**src/slem_pkg.sv**
```systemverilog
// Function
// [RQ1] over-threshold irq enables for three error types sit in bits 7:5 at 0x4b8
// [RQ2] bring-up irq enables in bits 4:0 at 0x4b8, mismatch enable in bit 0 at 0x4b9
// [RQ3] enables at 0x4b8 reset to zero and act only once software writes one
// [RQ4] status bits at 0x4ba and 0x4bb mirror the enable bit positions
// [RQ5] software enables irqs before link bring-up, then clears and monitors them
// [RQ6] any monitored character error pulses the active-low sync request
// [RQ7] error pulse width is programmable to half, one or two link clocks; code 0 gives one clock here, never half
// [RQ8] pulse length field bits 7:4 of 0x312, default 0, picks the pulse width
// [RQ9] four invalid-disparity characters on a lane force link reinitialization
// [RQ10] reinitialization holds sync request low five frames plus nine octets
// [RQ11] per-lane monitor enables in lane register bits 5:3 reset to enabled
// [RQ12] mask at 0x47d enables threshold sync per type: uek, nit, disparity
// [RQ13] masked type counter reaching threshold at 0x47c drives sync request low
// [RQ14] reinitialization clears all counters but never the interrupt status
// [RQ15] code group lock bit per lane set after commas and code group sync
// [RQ16] frame lock bit per lane set after initial frame synchronization
// [RQ17] checksum ok bit per lane when ilas checksum equals sum of link fields
// [RQ18] with mode bit set checksum is sum of received bytes plus lane id
// [RQ19] lane alignment bit per lane set after alignment sequence passes
// [RQ20] writing one to status bits 3:0 clears those bring-up events
// [RQ21] mismatch enable defaults on; its status bit is cleared by writing one
// [RQ22] mismatch flag raised when local and received link parameters differ
// [RQ23] with hold option counter stops at 0xff, otherwise wraps to zero
// [RQ24] writing zero to a lane counter reset bit clears that counter
// [RQ25] shared threshold defaults to 0xff and serves every type and lane
// [RQ26] writing one to status bits 7:5 clears the over-threshold events
//
// package of the link error monitor: register indices, fields, reset values
// assumes an apb master with 32-bit data; register byte address is index * 4
package slem_pkg;

  // ----------------------------------------------------------------
  // register indices (byte address = index * 4)
  // ----------------------------------------------------------------
  localparam int NUM_LANES = 8;
  localparam int NUM_PARAMS = 14;
  localparam logic [11:0] IDX_CKS_MODE = 12'h300;
  localparam logic [11:0] IDX_PULSE = 12'h312;
  localparam logic [11:0] IDX_RXP_BASE = 12'h400;
  localparam logic [11:0] IDX_RXP_LAST = 12'h40d;
  localparam logic [11:0] IDX_CFG_BASE = 12'h450;
  localparam logic [11:0] IDX_CFG_LAST = 12'h45d;
  localparam logic [11:0] IDX_CGS = 12'h470;
  localparam logic [11:0] IDX_FSYNC = 12'h471;
  localparam logic [11:0] IDX_CKS_OK = 12'h472;
  localparam logic [11:0] IDX_ALIGN = 12'h473;
  localparam logic [11:0] IDX_THRESH = 12'h47c;
  localparam logic [11:0] IDX_MASK = 12'h47d;
  localparam logic [11:0] IDX_LANE_CTL = 12'h480;
  localparam logic [11:0] IDX_LANE_HOLD = 12'h488;
  localparam logic [11:0] IDX_LANE_TERM = 12'h490;
  localparam logic [11:0] IDX_ERR_CNT = 12'h4c0;
  localparam logic [11:0] IDX_IRQ_EN = 12'h4b8;
  localparam logic [11:0] IDX_IRQ_EN_MM = 12'h4b9;
  localparam logic [11:0] IDX_IRQ_ST = 12'h4ba;
  localparam logic [11:0] IDX_IRQ_ST_MM = 12'h4bb;

  // ----------------------------------------------------------------
  // field positions and reset values
  // ----------------------------------------------------------------
  localparam int CKS_MODE_BIT = 6;
  localparam int PULSE_LSB = 4;
  localparam int CTL_MON_LSB = 3;
  localparam int TERM_ACTIVE_BIT = 3;
  localparam int CFG_F_BYTE = 4;
  localparam int IRQ_CGS = 0;
  localparam int IRQ_FSYNC = 1;
  localparam int IRQ_CKS = 2;
  localparam int IRQ_ALIGN = 3;
  localparam int IRQ_DESKEW = 4;
  localparam int IRQ_OVER_LSB = 5;
  localparam logic [7:0] THRESH_RST = 8'hff;
  localparam logic [2:0] MASK_RST = 3'h7;
  localparam logic [5:0] LANE_CTL_RST = 6'h3f;
  localparam logic [7:0] IRQ_EN_RST = 8'h00;
  localparam logic IRQ_EN_MM_RST = 1'b1;
  localparam logic [3:0] PULSE_RST = 4'h0;

  // ----------------------------------------------------------------
  // timing counts
  // ----------------------------------------------------------------
  localparam int REINIT_FRAMES = 5;
  localparam int REINIT_OCTETS = 9;
  localparam int OCTETS_PER_PCLK = 4;
  localparam logic [2:0] DISP_REINIT_LAST = 3'h3;

  // ----------------------------------------------------------------
  // carriers
  // ----------------------------------------------------------------
  typedef struct packed {
    logic cgs;
    logic fsync;
    logic align;
    logic bde;
    logic not_in_table_error;
    logic unexpected_control_char_error;
    logic cks_stb;
    logic [7:0] cks_rx;
    logic [4:0] lid;
  } slem_lane_evt_t;

  typedef struct packed {
    logic psel;
    logic penable;
    logic pwrite;
    logic [13:0] paddr;
    logic [31:0] pwdata;
  } slem_apb_req_t;

  typedef struct packed {
    logic [31:0] prdata;
    logic pready;
    logic pslverr;
  } slem_apb_rsp_t;

endpackage

```
**src/slem_err_counter.sv**
```systemverilog
// one saturating or wrapping error counter with threshold detection
// assumes inc and clr are single-cycle strobes on ref_clk
`timescale 1ns/1ps
`default_nettype none
module slem_err_counter #(
  parameter int W = 8
) (
  input wire logic ref_clk,
  input wire logic rst,
  input wire logic inc,
  input wire logic clr,
  input wire logic hold,
  input wire logic [W-1:0] thresh,
  output logic [W-1:0] count,
  output logic reached
);
  import slem_pkg::*;

  typedef struct packed {
    logic [W-1:0] cnt;
  } slem_cnt_state_t;

  slem_cnt_state_t s_q, s_d;
  logic inc_eff;

  // hold stops at all ones; reached ignores clr to keep the reinit path loop free
  always_comb begin
    s_d = s_q;
    inc_eff = inc && !(hold && s_q.cnt == '1); // [RQ23]
    if (clr) begin
      s_d.cnt = '0; // [RQ24] [RQ14]
    end else if (inc_eff) begin
      s_d.cnt = W'(s_q.cnt + 1'b1); // [RQ23]
    end
    reached = inc_eff && (W'(s_q.cnt + 1'b1) == thresh);
    count = s_q.cnt;
  end

  always_ff @(posedge ref_clk or posedge rst) begin
    if (rst) begin
      s_q <= '0;
    end else begin
      s_q <= s_d;
    end
  end
endmodule
`default_nettype wire

```
**src/slem_link_monitor.sv**
```systemverilog
// link error monitor: apb register file, error counters, irq status, sync request
// assumes lane events come from the 8b/10b decoder, synchronous to ref_clk
`timescale 1ns/1ps
`default_nettype none
module slem_link_monitor (
  input wire logic ref_clk,
  input wire logic rst,
  input wire slem_pkg::slem_apb_req_t apb_req,
  output var slem_pkg::slem_apb_rsp_t apb_rsp,
  input wire slem_pkg::slem_lane_evt_t [7:0] lane_evt,
  input wire logic [7:0] lane_active,
  input wire logic deskew_fail,
  input wire logic [13:0][7:0] rx_params,
  output logic sync_request_out_n,
  output logic link_reinit
);
  import slem_pkg::*;

  // ----------------------------------------------------------------
  // state
  // ----------------------------------------------------------------
  typedef struct packed {
    logic ack;
    logic err;
    logic [31:0] rdata;
    logic cks_mode;
    logic [3:0] pulse_len;
    logic [7:0] thresh;
    logic [2:0] mask;
    logic [7:0][5:0] lane_ctl;
    logic [7:0][2:0] hold;
    logic [13:0][7:0] cfg;
    logic [7:0] irq_en;
    logic irq_en_mm;
    logic [7:0] irq_st;
    logic irq_st_mm;
    logic [7:0] cgs;
    logic [7:0] fsync;
    logic [7:0] align;
    logic [7:0] cks_ok;
    logic [7:0][2:0] disp_cnt;
  } slem_mon_state_t;

  localparam slem_mon_state_t ST_RST = '{
    thresh: THRESH_RST, mask: MASK_RST, lane_ctl: {8{LANE_CTL_RST}},
    irq_en: IRQ_EN_RST, irq_en_mm: IRQ_EN_MM_RST, pulse_len: PULSE_RST,
    default: '0};

  slem_mon_state_t s_q, s_d;
  logic [7:0][2:0][7:0] cnt;
  logic [7:0][2:0] reached;
  logic [7:0][2:0] err_in;
  logic [7:0][2:0] sw_clr;
  logic [11:0] idx;
  logic wr;
  logic hit;
  logic [31:0] rd_val;
  logic [7:0] evt;
  logic [2:0] over;
  logic any_err;
  logic reinit;
  logic mismatch;
  logic [7:0] disp_hit;

  // ----------------------------------------------------------------
  // checksum over the received link parameters
  // ----------------------------------------------------------------
  function automatic logic [7:0] calc_cks(input logic mode, input logic [13:0][7:0] p,
                                          input logic [4:0] lid);
    logic [7:0] sum;
    sum = 8'h00;
    if (mode) begin
      for (int i = 0; i <= 12; i++) begin
        sum = 8'(sum + p[i]); // [RQ18]
      end
      sum = 8'(sum + {3'h0, lid});
    end else begin
      // did, bid, lid, scr, l, f, k, m, n, subclass, np, jesdv, s, hd
      sum = 8'(p[0] + {4'h0, p[1][3:0]} + {3'h0, lid} + {7'h00, p[3][7]}
            + {3'h0, p[3][4:0]} + p[4] + {3'h0, p[5][4:0]} + p[6]
            + {3'h0, p[7][4:0]} + {5'h00, p[8][7:5]} + {3'h0, p[8][4:0]}
            + {5'h00, p[9][7:5]} + {3'h0, p[9][4:0]} + {7'h00, p[10][7]}); // [RQ17]
    end
    return sum;
  endfunction

  // ----------------------------------------------------------------
  // error counters, one per lane and type
  // ----------------------------------------------------------------
  for (genvar g = 0; g < NUM_LANES * 3; g++) begin : g_cnt
    localparam int L = g / 3;
    localparam int T = g % 3;
    slem_err_counter #(.W(8)) u_cnt (
      .ref_clk(ref_clk),
      .rst(rst),
      .inc(err_in[L][T]),
      .clr(sw_clr[L][T] || reinit),
      .hold(s_q.hold[L][T]),
      .thresh(s_q.thresh),
      .count(cnt[L][T]),
      .reached(reached[L][T])
    );
  end

  // ----------------------------------------------------------------
  // sync request and reinitialization
  // ----------------------------------------------------------------
  slem_sync_gen u_sync (
    .ref_clk(ref_clk),
    .rst(rst),
    .err_evt(any_err),
    .reinit(reinit),
    .pulse_len(s_q.pulse_len),
    .f_minus1(s_q.cfg[CFG_F_BYTE]),
    .sync_request_out_n(sync_request_out_n),
    .reinit_busy(link_reinit)
  );

  // ----------------------------------------------------------------
  // event decode
  // ----------------------------------------------------------------
  // type order in every 3-bit group: 0 disparity, 1 not in table, 2 control char
  always_comb begin
    over = '0;
    disp_hit = '0;
    for (int l = 0; l < NUM_LANES; l++) begin
      err_in[l][0] = lane_evt[l].bde && s_q.lane_ctl[l][CTL_MON_LSB + 0]; // [RQ11]
      err_in[l][1] = lane_evt[l].not_in_table_error && s_q.lane_ctl[l][CTL_MON_LSB + 1];
      err_in[l][2] = lane_evt[l].unexpected_control_char_error && s_q.lane_ctl[l][CTL_MON_LSB + 2];
      disp_hit[l] = lane_evt[l].bde && s_q.disp_cnt[l] == DISP_REINIT_LAST; // [RQ9]
      over = over | reached[l];
    end
    any_err = |err_in; // [RQ6]
    reinit = (|disp_hit) || (|(over & s_q.mask)); // [RQ9] [RQ12] [RQ13]
    mismatch = (s_q.cfg != rx_params); // [RQ22]
    evt = '0;
    evt[IRQ_OVER_LSB +: 3] = {over[2], over[1], over[0]}; // [RQ1]
    evt[IRQ_DESKEW] = deskew_fail;
    for (int l = 0; l < NUM_LANES; l++) begin
      evt[IRQ_CGS] = evt[IRQ_CGS] | (s_q.cgs[l] && !lane_evt[l].cgs);
      evt[IRQ_FSYNC] = evt[IRQ_FSYNC] | (s_q.fsync[l] && !lane_evt[l].fsync);
      evt[IRQ_ALIGN] = evt[IRQ_ALIGN] | (s_q.align[l] && !lane_evt[l].align);
      evt[IRQ_CKS] = evt[IRQ_CKS] | (lane_evt[l].cks_stb
        && lane_evt[l].cks_rx != calc_cks(s_q.cks_mode, rx_params, lane_evt[l].lid));
    end
  end

  // ----------------------------------------------------------------
  // register read decode
  // ----------------------------------------------------------------
  // misaligned addresses and holes answer with pslverr; the unused fourth counter slot of each lane reads zero without it
  always_comb begin
    idx = apb_req.paddr[13:2];
    rd_val = '0;
    hit = (apb_req.paddr[1:0] == 2'h0);
    if (idx == IDX_CKS_MODE) begin
      rd_val[CKS_MODE_BIT] = s_q.cks_mode;
    end else if (idx == IDX_PULSE) begin
      rd_val[PULSE_LSB +: 4] = s_q.pulse_len;
    end else if (idx >= IDX_RXP_BASE && idx <= IDX_RXP_LAST) begin
      rd_val[7:0] = rx_params[4'(idx - IDX_RXP_BASE)];
    end else if (idx >= IDX_CFG_BASE && idx <= IDX_CFG_LAST) begin
      rd_val[7:0] = s_q.cfg[4'(idx - IDX_CFG_BASE)];
    end else if (idx == IDX_CGS) begin
      rd_val[7:0] = s_q.cgs; // [RQ15]
    end else if (idx == IDX_FSYNC) begin
      rd_val[7:0] = s_q.fsync; // [RQ16]
    end else if (idx == IDX_CKS_OK) begin
      rd_val[7:0] = s_q.cks_ok; // [RQ17]
    end else if (idx == IDX_ALIGN) begin
      rd_val[7:0] = s_q.align; // [RQ19]
    end else if (idx == IDX_THRESH) begin
      rd_val[7:0] = s_q.thresh;
    end else if (idx == IDX_MASK) begin
      rd_val[2:0] = s_q.mask;
    end else if (idx[11:3] == IDX_LANE_CTL[11:3]) begin
      rd_val[5:0] = s_q.lane_ctl[idx[2:0]];
    end else if (idx[11:3] == IDX_LANE_HOLD[11:3]) begin
      rd_val[2:0] = s_q.hold[idx[2:0]];
    end else if (idx[11:3] == IDX_LANE_TERM[11:3]) begin
      for (int t = 0; t < 3; t++) begin
        rd_val[t] = (cnt[idx[2:0]][t] == 8'hff);
      end
      rd_val[TERM_ACTIVE_BIT] = lane_active[idx[2:0]];
    end else if (idx[11:5] == IDX_ERR_CNT[11:5]) begin
      rd_val[7:0] = (idx[1:0] == 2'h3) ? 8'h00 : cnt[idx[4:2]][idx[1:0]];
    end else if (idx == IDX_IRQ_EN) begin
      rd_val[7:0] = s_q.irq_en;
    end else if (idx == IDX_IRQ_EN_MM) begin
      rd_val[0] = s_q.irq_en_mm;
    end else if (idx == IDX_IRQ_ST) begin
      rd_val[7:0] = s_q.irq_st; // [RQ4]
    end else if (idx == IDX_IRQ_ST_MM) begin
      rd_val[0] = s_q.irq_st_mm; // [RQ4]
    end else begin
      hit = 1'b0;
    end
  end

  // ----------------------------------------------------------------
  // next state: apb handshake, register writes, status capture
  // ----------------------------------------------------------------
  // one wait state so that prdata leaves a flip-flop
  always_comb begin
    s_d = s_q;
    sw_clr = '0;
    wr = apb_req.psel && apb_req.penable && apb_req.pwrite && s_q.ack && !s_q.err;
    if (apb_req.psel && apb_req.penable && !s_q.ack) begin
      s_d.ack = 1'b1;
      s_d.err = !hit;
      s_d.rdata = apb_req.pwrite ? 32'h0000_0000 : rd_val;
    end else begin
      s_d.ack = 1'b0;
      s_d.err = 1'b0;
    end
    if (wr) begin
      if (idx == IDX_CKS_MODE) begin
        s_d.cks_mode = apb_req.pwdata[CKS_MODE_BIT]; // [RQ18]
      end else if (idx == IDX_PULSE) begin
        s_d.pulse_len = apb_req.pwdata[PULSE_LSB +: 4]; // [RQ8]
      end else if (idx >= IDX_CFG_BASE && idx <= IDX_CFG_LAST) begin
        s_d.cfg[4'(idx - IDX_CFG_BASE)] = apb_req.pwdata[7:0];
      end else if (idx == IDX_THRESH) begin
        s_d.thresh = apb_req.pwdata[7:0]; // [RQ25]
      end else if (idx == IDX_MASK) begin
        s_d.mask = apb_req.pwdata[2:0]; // [RQ12]
      end else if (idx[11:3] == IDX_LANE_CTL[11:3]) begin
        s_d.lane_ctl[idx[2:0]] = apb_req.pwdata[5:0]; // [RQ11]
        sw_clr[idx[2:0]] = ~apb_req.pwdata[2:0]; // [RQ24]
      end else if (idx[11:3] == IDX_LANE_HOLD[11:3]) begin
        s_d.hold[idx[2:0]] = apb_req.pwdata[2:0]; // [RQ23]
      end else if (idx == IDX_IRQ_EN) begin
        s_d.irq_en = apb_req.pwdata[7:0]; // [RQ1] [RQ2] [RQ3]
      end else if (idx == IDX_IRQ_EN_MM) begin
        s_d.irq_en_mm = apb_req.pwdata[0]; // [RQ2] [RQ21]
      end else if (idx == IDX_IRQ_ST) begin
        s_d.irq_st = s_q.irq_st & ~apb_req.pwdata[7:0]; // [RQ20] [RQ26]
      end else if (idx == IDX_IRQ_ST_MM) begin
        s_d.irq_st_mm = s_q.irq_st_mm & ~apb_req.pwdata[0]; // [RQ21]
      end
    end
    // new events override a clear in the same cycle; reinit leaves status alone
    s_d.irq_st = s_d.irq_st | (s_q.irq_en & evt); // [RQ4] [RQ14]
    s_d.irq_st_mm = s_d.irq_st_mm | (s_q.irq_en_mm && mismatch); // [RQ22]
    for (int l = 0; l < NUM_LANES; l++) begin
      s_d.cgs[l] = lane_evt[l].cgs; // [RQ15]
      s_d.fsync[l] = lane_evt[l].fsync; // [RQ16]
      s_d.align[l] = lane_evt[l].align; // [RQ19]
      if (lane_evt[l].cks_stb) begin
        s_d.cks_ok[l] = (lane_evt[l].cks_rx
          == calc_cks(s_q.cks_mode, rx_params, lane_evt[l].lid)); // [RQ17] [RQ18]
      end
      if (reinit) begin
        s_d.disp_cnt[l] = 3'h0; // [RQ14]
      end else if (lane_evt[l].bde) begin
        s_d.disp_cnt[l] = 3'(s_q.disp_cnt[l] + 3'h1); // [RQ9]
      end
    end
  end

  always_ff @(posedge ref_clk or posedge rst) begin
    if (rst) begin
      s_q <= ST_RST;
    end else begin
      s_q <= s_d;
    end
  end

  // response fields straight from flip-flops
  always_comb begin
    apb_rsp.prdata = s_q.rdata;
    apb_rsp.pready = s_q.ack;
    apb_rsp.pslverr = s_q.ack && s_q.err;
  end
endmodule
`default_nettype wire

```
**src/slem_sync_gen.sv**
```systemverilog
// sync request generator: error pulse and reinitialization hold
// assumes err_evt and reinit are single-cycle strobes on ref_clk
`timescale 1ns/1ps
`default_nettype none
module slem_sync_gen (
  input wire logic ref_clk,
  input wire logic rst,
  input wire logic err_evt,
  input wire logic reinit,
  input wire logic [3:0] pulse_len,
  input wire logic [7:0] f_minus1,
  output logic sync_request_out_n,
  output logic reinit_busy
);
  import slem_pkg::*;

  typedef struct packed {
    logic [10:0] cnt;
    logic busy;
    logic sync_n;
  } slem_sync_state_t;

  slem_sync_state_t s_q, s_d;
  logic [10:0] reinit_cycles;
  logic [10:0] pulse_cycles;

  // five frames plus nine octets, rounded up to whole link clocks
  always_comb begin
    reinit_cycles = 11'((REINIT_FRAMES * (int'(f_minus1) + 1) + REINIT_OCTETS
                    + OCTETS_PER_PCLK - 1) / OCTETS_PER_PCLK); // [RQ10]
    // a half clock cannot be made on one edge, so code 0 stretches to one clock
    pulse_cycles = (pulse_len >= 4'h2) ? 11'h002 : 11'h001; // [RQ7] [RQ8]
    s_d = s_q;
    if (s_q.cnt != 11'h000) begin
      s_d.cnt = s_q.cnt - 11'h001;
    end
    if (reinit) begin
      s_d.cnt = reinit_cycles; // [RQ10]
      s_d.busy = 1'b1;
    end else if (err_evt && !s_q.busy && s_d.cnt < pulse_cycles) begin
      s_d.cnt = pulse_cycles; // [RQ6]
    end
    if (s_d.cnt == 11'h000) begin
      s_d.busy = 1'b0;
    end
    s_d.sync_n = (s_d.cnt == 11'h000);
    sync_request_out_n = s_q.sync_n;
    reinit_busy = s_q.busy;
  end

  always_ff @(posedge ref_clk or posedge rst) begin
    if (rst) begin
      s_q <= '{sync_n: 1'b1, default: '0};
    end else begin
      s_q <= s_d;
    end
  end
endmodule
`default_nettype wire

```
**config.mk**
```make
export PLATFORM = sky130hd
export DESIGN_NAME = slem_link_monitor
export DESIGN_NICKNAME = d
export VERILOG_FILES = /design/src/slem_pkg.sv /design/src/slem_err_counter.sv /design/src/slem_link_monitor.sv /design/src/slem_sync_gen.sv
export SDC_FILE = /design/constraint.sdc
export NUM_CORES = 2
export LEC_CHECK = 0
export BUFFER_PORTS_ARGS = -buffer_cell sky130_fd_sc_hd__buf_2
export CAP_MARGIN = 20
export CORE_MARGIN = 1
export CORE_UTILIZATION = 55
export CTS_CLUSTER_DIAMETER = 80
export CTS_CLUSTER_SIZE = 12
export DETAILED_ROUTE_END_ITERATION = 8
export PLACE_DENSITY_LB_ADDON = 0.05
export SYNTH_ARGS = -nofsm -noshare
export SYNTH_HDL_FRONTEND = slang
export SYNTH_SLANG_ARGS = --single-unit
```
**constraint.sdc**
```tcl
create_clock -name ref_clk -period 18.7 [get_ports ref_clk]
set_clock_uncertainty 0.2 [all_clocks]
set_input_delay 1.87 -clock ref_clk [delete_from_list [all_inputs] [get_ports ref_clk]]
set_output_delay 1.87 -clock ref_clk [all_outputs]
set_load 0.02 [all_outputs]
```
==> out/qor.csv <==
stage,metric,value,unit
status,status,completed,
timing,TNS Setup,0,ns
drt,routed wire length per instance,26.14,um
placement,dpl ws,8.811,ns
worst_setup_path,"slowest stage delay, CP",0.83,ns
layout,"Net count, final",5833,
timing,final setup fails,0,
worst_setup_path,CP endpoint kind,flop,
timing,worst hold slack,0.2725,ns
global_route,antenna violations before repair,13,
global_route,vias in the first global route,37420,
clock_tree,Num CTS Buffers,49,
global_route,total congestion overflow,0,
synthesis,Post-synth EDFFs,0,
pwr,peak supply drop,0.4224,mV
worst_setup_path,Worst Setup Start Kind,input port,
floorplan,Die Height,296.3,um
synthesis,largest family of logic cells by synthesized area,adder cells,
layout,Layout area overhead,8.208,%
worst_setup_path,cell repeated most along the worst path,fa_1,
clock_tree,Root Buffer Master,clkbuf_16,
floorplan,I/O pin cnt,368,
floorplan,core area,0.08555,mm^2
synthesis,ys flop type,dfrtp_1,
clock_tree,Max clock buf depth,3,
synthesis,Compound-Gate Fraction of Synth Area,9.403,%
placement,routability cong.,0.9940,
clock_tree,CTS tree,done,
timing,Slew headroom,19.25,%
drt,Routed Antenna Nets,0,
clock_tree,"Hold-fix buffers, CTS",0,
placement,DP HPWL,121500,um
timing,Least-Margin Pin Slew,1.207,ns
min_path,HP Start,s_q[57]$_DFF_PP0_,
clock_tree,setup bufs post-CTS,0,
timing,Final Cycle Share,50.18,%
clock_tree,H-tree depth,2,
worst_setup_path,WP data required,18.99,ns
worst_setup_path,critical path type,input port to flop,
worst_setup_path,"Slowest-stage cell, CP",nor4_1,
timing,min setup slack post-route,9.317,ns
clock_tree,# resized after CTS,0,
drt,DR iter-0 viols,3734,
drt,final wirelength,161400,um
floorplan,# rows,107,
synthesis,register area share after synthesis,25.84,%
drt,vias post-DR,38590,
worst_setup_path,CP Cell Sequence,"buf_2, fa_1, inv_1, fa_1, fa_1, fa_1, fa_1, inv_1, ha_1, inv_1, fa_1, inv_1, ha_1, o21a_1, o31ai_1, a211oi_1, xnor2_1, mux2i_1, xnor2_1, nor4_1, o21ai_1, a2111oi_1, o2111ai_1, a22o_1",
synthesis,Mapped Area,0.04765,mm^2
worst_setup_path,Crit Reg-Reg Endpoint,g_cnt[8].u_cnt.count[1]$_DFFE_PP0P_,
layout,# fillers,7438,
drt,drt first pass iters,5,
clock_tree,clock latency on the worst-skew pair,0.63,ns
pwr,Power Density,204.8,mW/mm^2
layout,ratio of cells with drive above 1 in the final layout,17.93,%
drt,DRC Markers,0,
clock_tree,CTS sink count,489,
synthesis,YS warnings,0,
placement,PortBufs,319,
timing,RSZ-0062 raised after global routing,no,
synthesis,Syn Inst Count,4805,
floorplan,Die X-Extent,296.3,um
worst_setup_path,cells on worst reg2reg path,15,
global_route,total track usage,37.01,%
timing,Max Freq,106.6,MHz
min_path,hold endpoint,s_q[57]$_DFF_PP0_,
synthesis,Syn Area/Cell,9.917,um^2
synthesis,Post-synth ARST share,100.0,%
timing,max-slew violation count,0,
synthesis,XOR/XNOR Fraction of Synth Area,13.20,%
synthesis,simple-gate share of the synthesized area,13.53,%
min_path,hold path depth,2,
floorplan,die area,0.08782,mm^2
job,max-cap check violation count,0,
global_route,first-pass GRT wire length,239400,um
synthesis,post-synth cell types,93,
synthesis,"FF+latch count, synth",489,
global_route,largest net degree at the start of global routing,126,
min_path,Hold Path Class,flop to flop,
clock_tree,clock-pin slew on the worst setup and hold paths,0.06,ns
worst_setup_path,critical path peak fanout,11,
drt,Via density,6.250,
timing,Tmin final,9.383,ns
pwr,Pleak,22.75,nW
floorplan,initial core utilization,55.70,%
synthesis,adder-cell share of the synthesized area,18.58,%
worst_setup_path,worst r2r src,s_q[264]$_DFFE_PP1P_,
worst_setup_path,critical path arrival,9.67,ns
synthesis,post-synthesis mux area share,13.78,%
timing,Final Hold Fails,0,
worst_setup_path,"setup slack, reg-to-reg",12.37,ns
[sequential cells by signal, indices dropped and copies added (netlist names)]
| name | count |
|---|---|
| u_sync.reinit_busy | 1 |
| g_cnt.u_cnt.count | 192 |
| u_sync.sync_request_out_n | 1 |
| s_q | 275 |
| apb_rsp | 9 |
| u_sync.s_q | 11 |
[worst max path at each step]
stage / startpoint / end / slack (ns)
6_report: rx_params[34] / s_q[59]$_DFF_PP0_ / 9.32
5_1_grt: rx_params[34] / s_q[59]$_DFF_PP0_ / 9.16
4_1_cts: rx_params[34] / s_q[59]$_DFF_PP0_ / 9.43
3_5_place_dp: rx_params[34] / s_q[59]$_DFF_PP0_ / 8.81
3_3_place_gp: rx_params[34] / s_q[59]$_DFF_PP0_ / 8.87
2_1_floorplan: rst / apb_rsp[1]$_DFF_PP0_ / 3.08
[where the power goes]
part	switching, mW	internal [mW]
logic	4.72	3.73
clock network	0.457	0.516
registers	0.0316	1.10
total	5.21	5.35
[metal layers]
| layer | global-route usage, % | part of all wire (%) | routed length, um |
|---|---|---|---|
| met1 | 50.25 | 40 | 64770 |
| met2 | 56.71 | 44 | 71450 |
| met4 | 20.66 | 6.5 | 10550 |
| met5 | 0 | 0.049 | 79 |
| met3 | 5.858 | 9.0 | 14570 |
[area by class of cell]
type	count	area (um^2)	share of cell area, %
clock inverters	6	52.55	0.1019
flip-flops and latches	489	12320	23.89
well taps	1144	1431	2.776
repair buffers	394	2183	4.235
inverters	360	1359	2.635
multi-input cells	3687	32770	63.56
clock buffers	84	1419	2.752
diodes	11	27.53	0.05339
[kinds of logic (layout without fill, tap and decap cells)]
group                    after synthesis  in the layout
XOR/XNOR                             699            699
AND/OR/NAND/NOR                     1286           1286
other                                  1             35
buffers and inverters                652            844
AO/OA/AOI/OAI                        676            676
adder cells (fa/ha/maj)              527            527
multiplexers                         475            475
flip-flops                           489            489
[metrics by stage]
stage	area, um^2	power (mW)	utilization (%)	instances
floorplan	47740	7.576	-	4828
global placement	50010	9.331	58.46	6068
detailed placement	50020	9.445	58.47	6069
CTS	51490	10.48	60.19	6159
global route	51540	11.42	60.24	6165
finish	51560	10.56	60.27	6175
[Yosys cell counts (115+ instances only)]
library cell	count	area, um^2
nand2_1	290	1089
nor2_1	240	900.9
o21ai_0	158	790.8
mux2i_1	129	1291
inv_1	359	1348
mux2_2	224	2522
nand3_1	115	575.6
a21oi_1	127	635.6
fa_1	303	6066
dfrtp_1	428	10710
xor2_1	278	2435
clkbuf_1	142	533.0
ha_1	217	2715
nor3_1	245	1226
xnor2_1	408	3573
mux4_2	121	2725
[worst max-delay path, delay by kind of cell]
| kind | cells | cell delay [ns] |
|---|---|---|
| xor+xnor | 2 | 0.32 |
| fa+ha+maj | 8 | 3.56 |
| compound gates | 7 | 1.80 |
| mux | 1 | 0.09 |
| buf+inv | 5 | 1.16 |
| simple gates | 1 | 0.83 |
[placed cells by master, fill, tap and decap left out, types with 217 or more instances in the layout]
cell type,Yosys,routed
fa_1,303,303
buf_2,80,316
nand2_1,290,290
ha_1,217,217
dfrtp_1,428,427
inv_1,359,358
nor2_1,240,240
xor2_1,278,277
nor3_1,245,245
xnor2_1,408,407
mux2_2,224,224
Note: power is estimated with default switching activity, not from simulation.
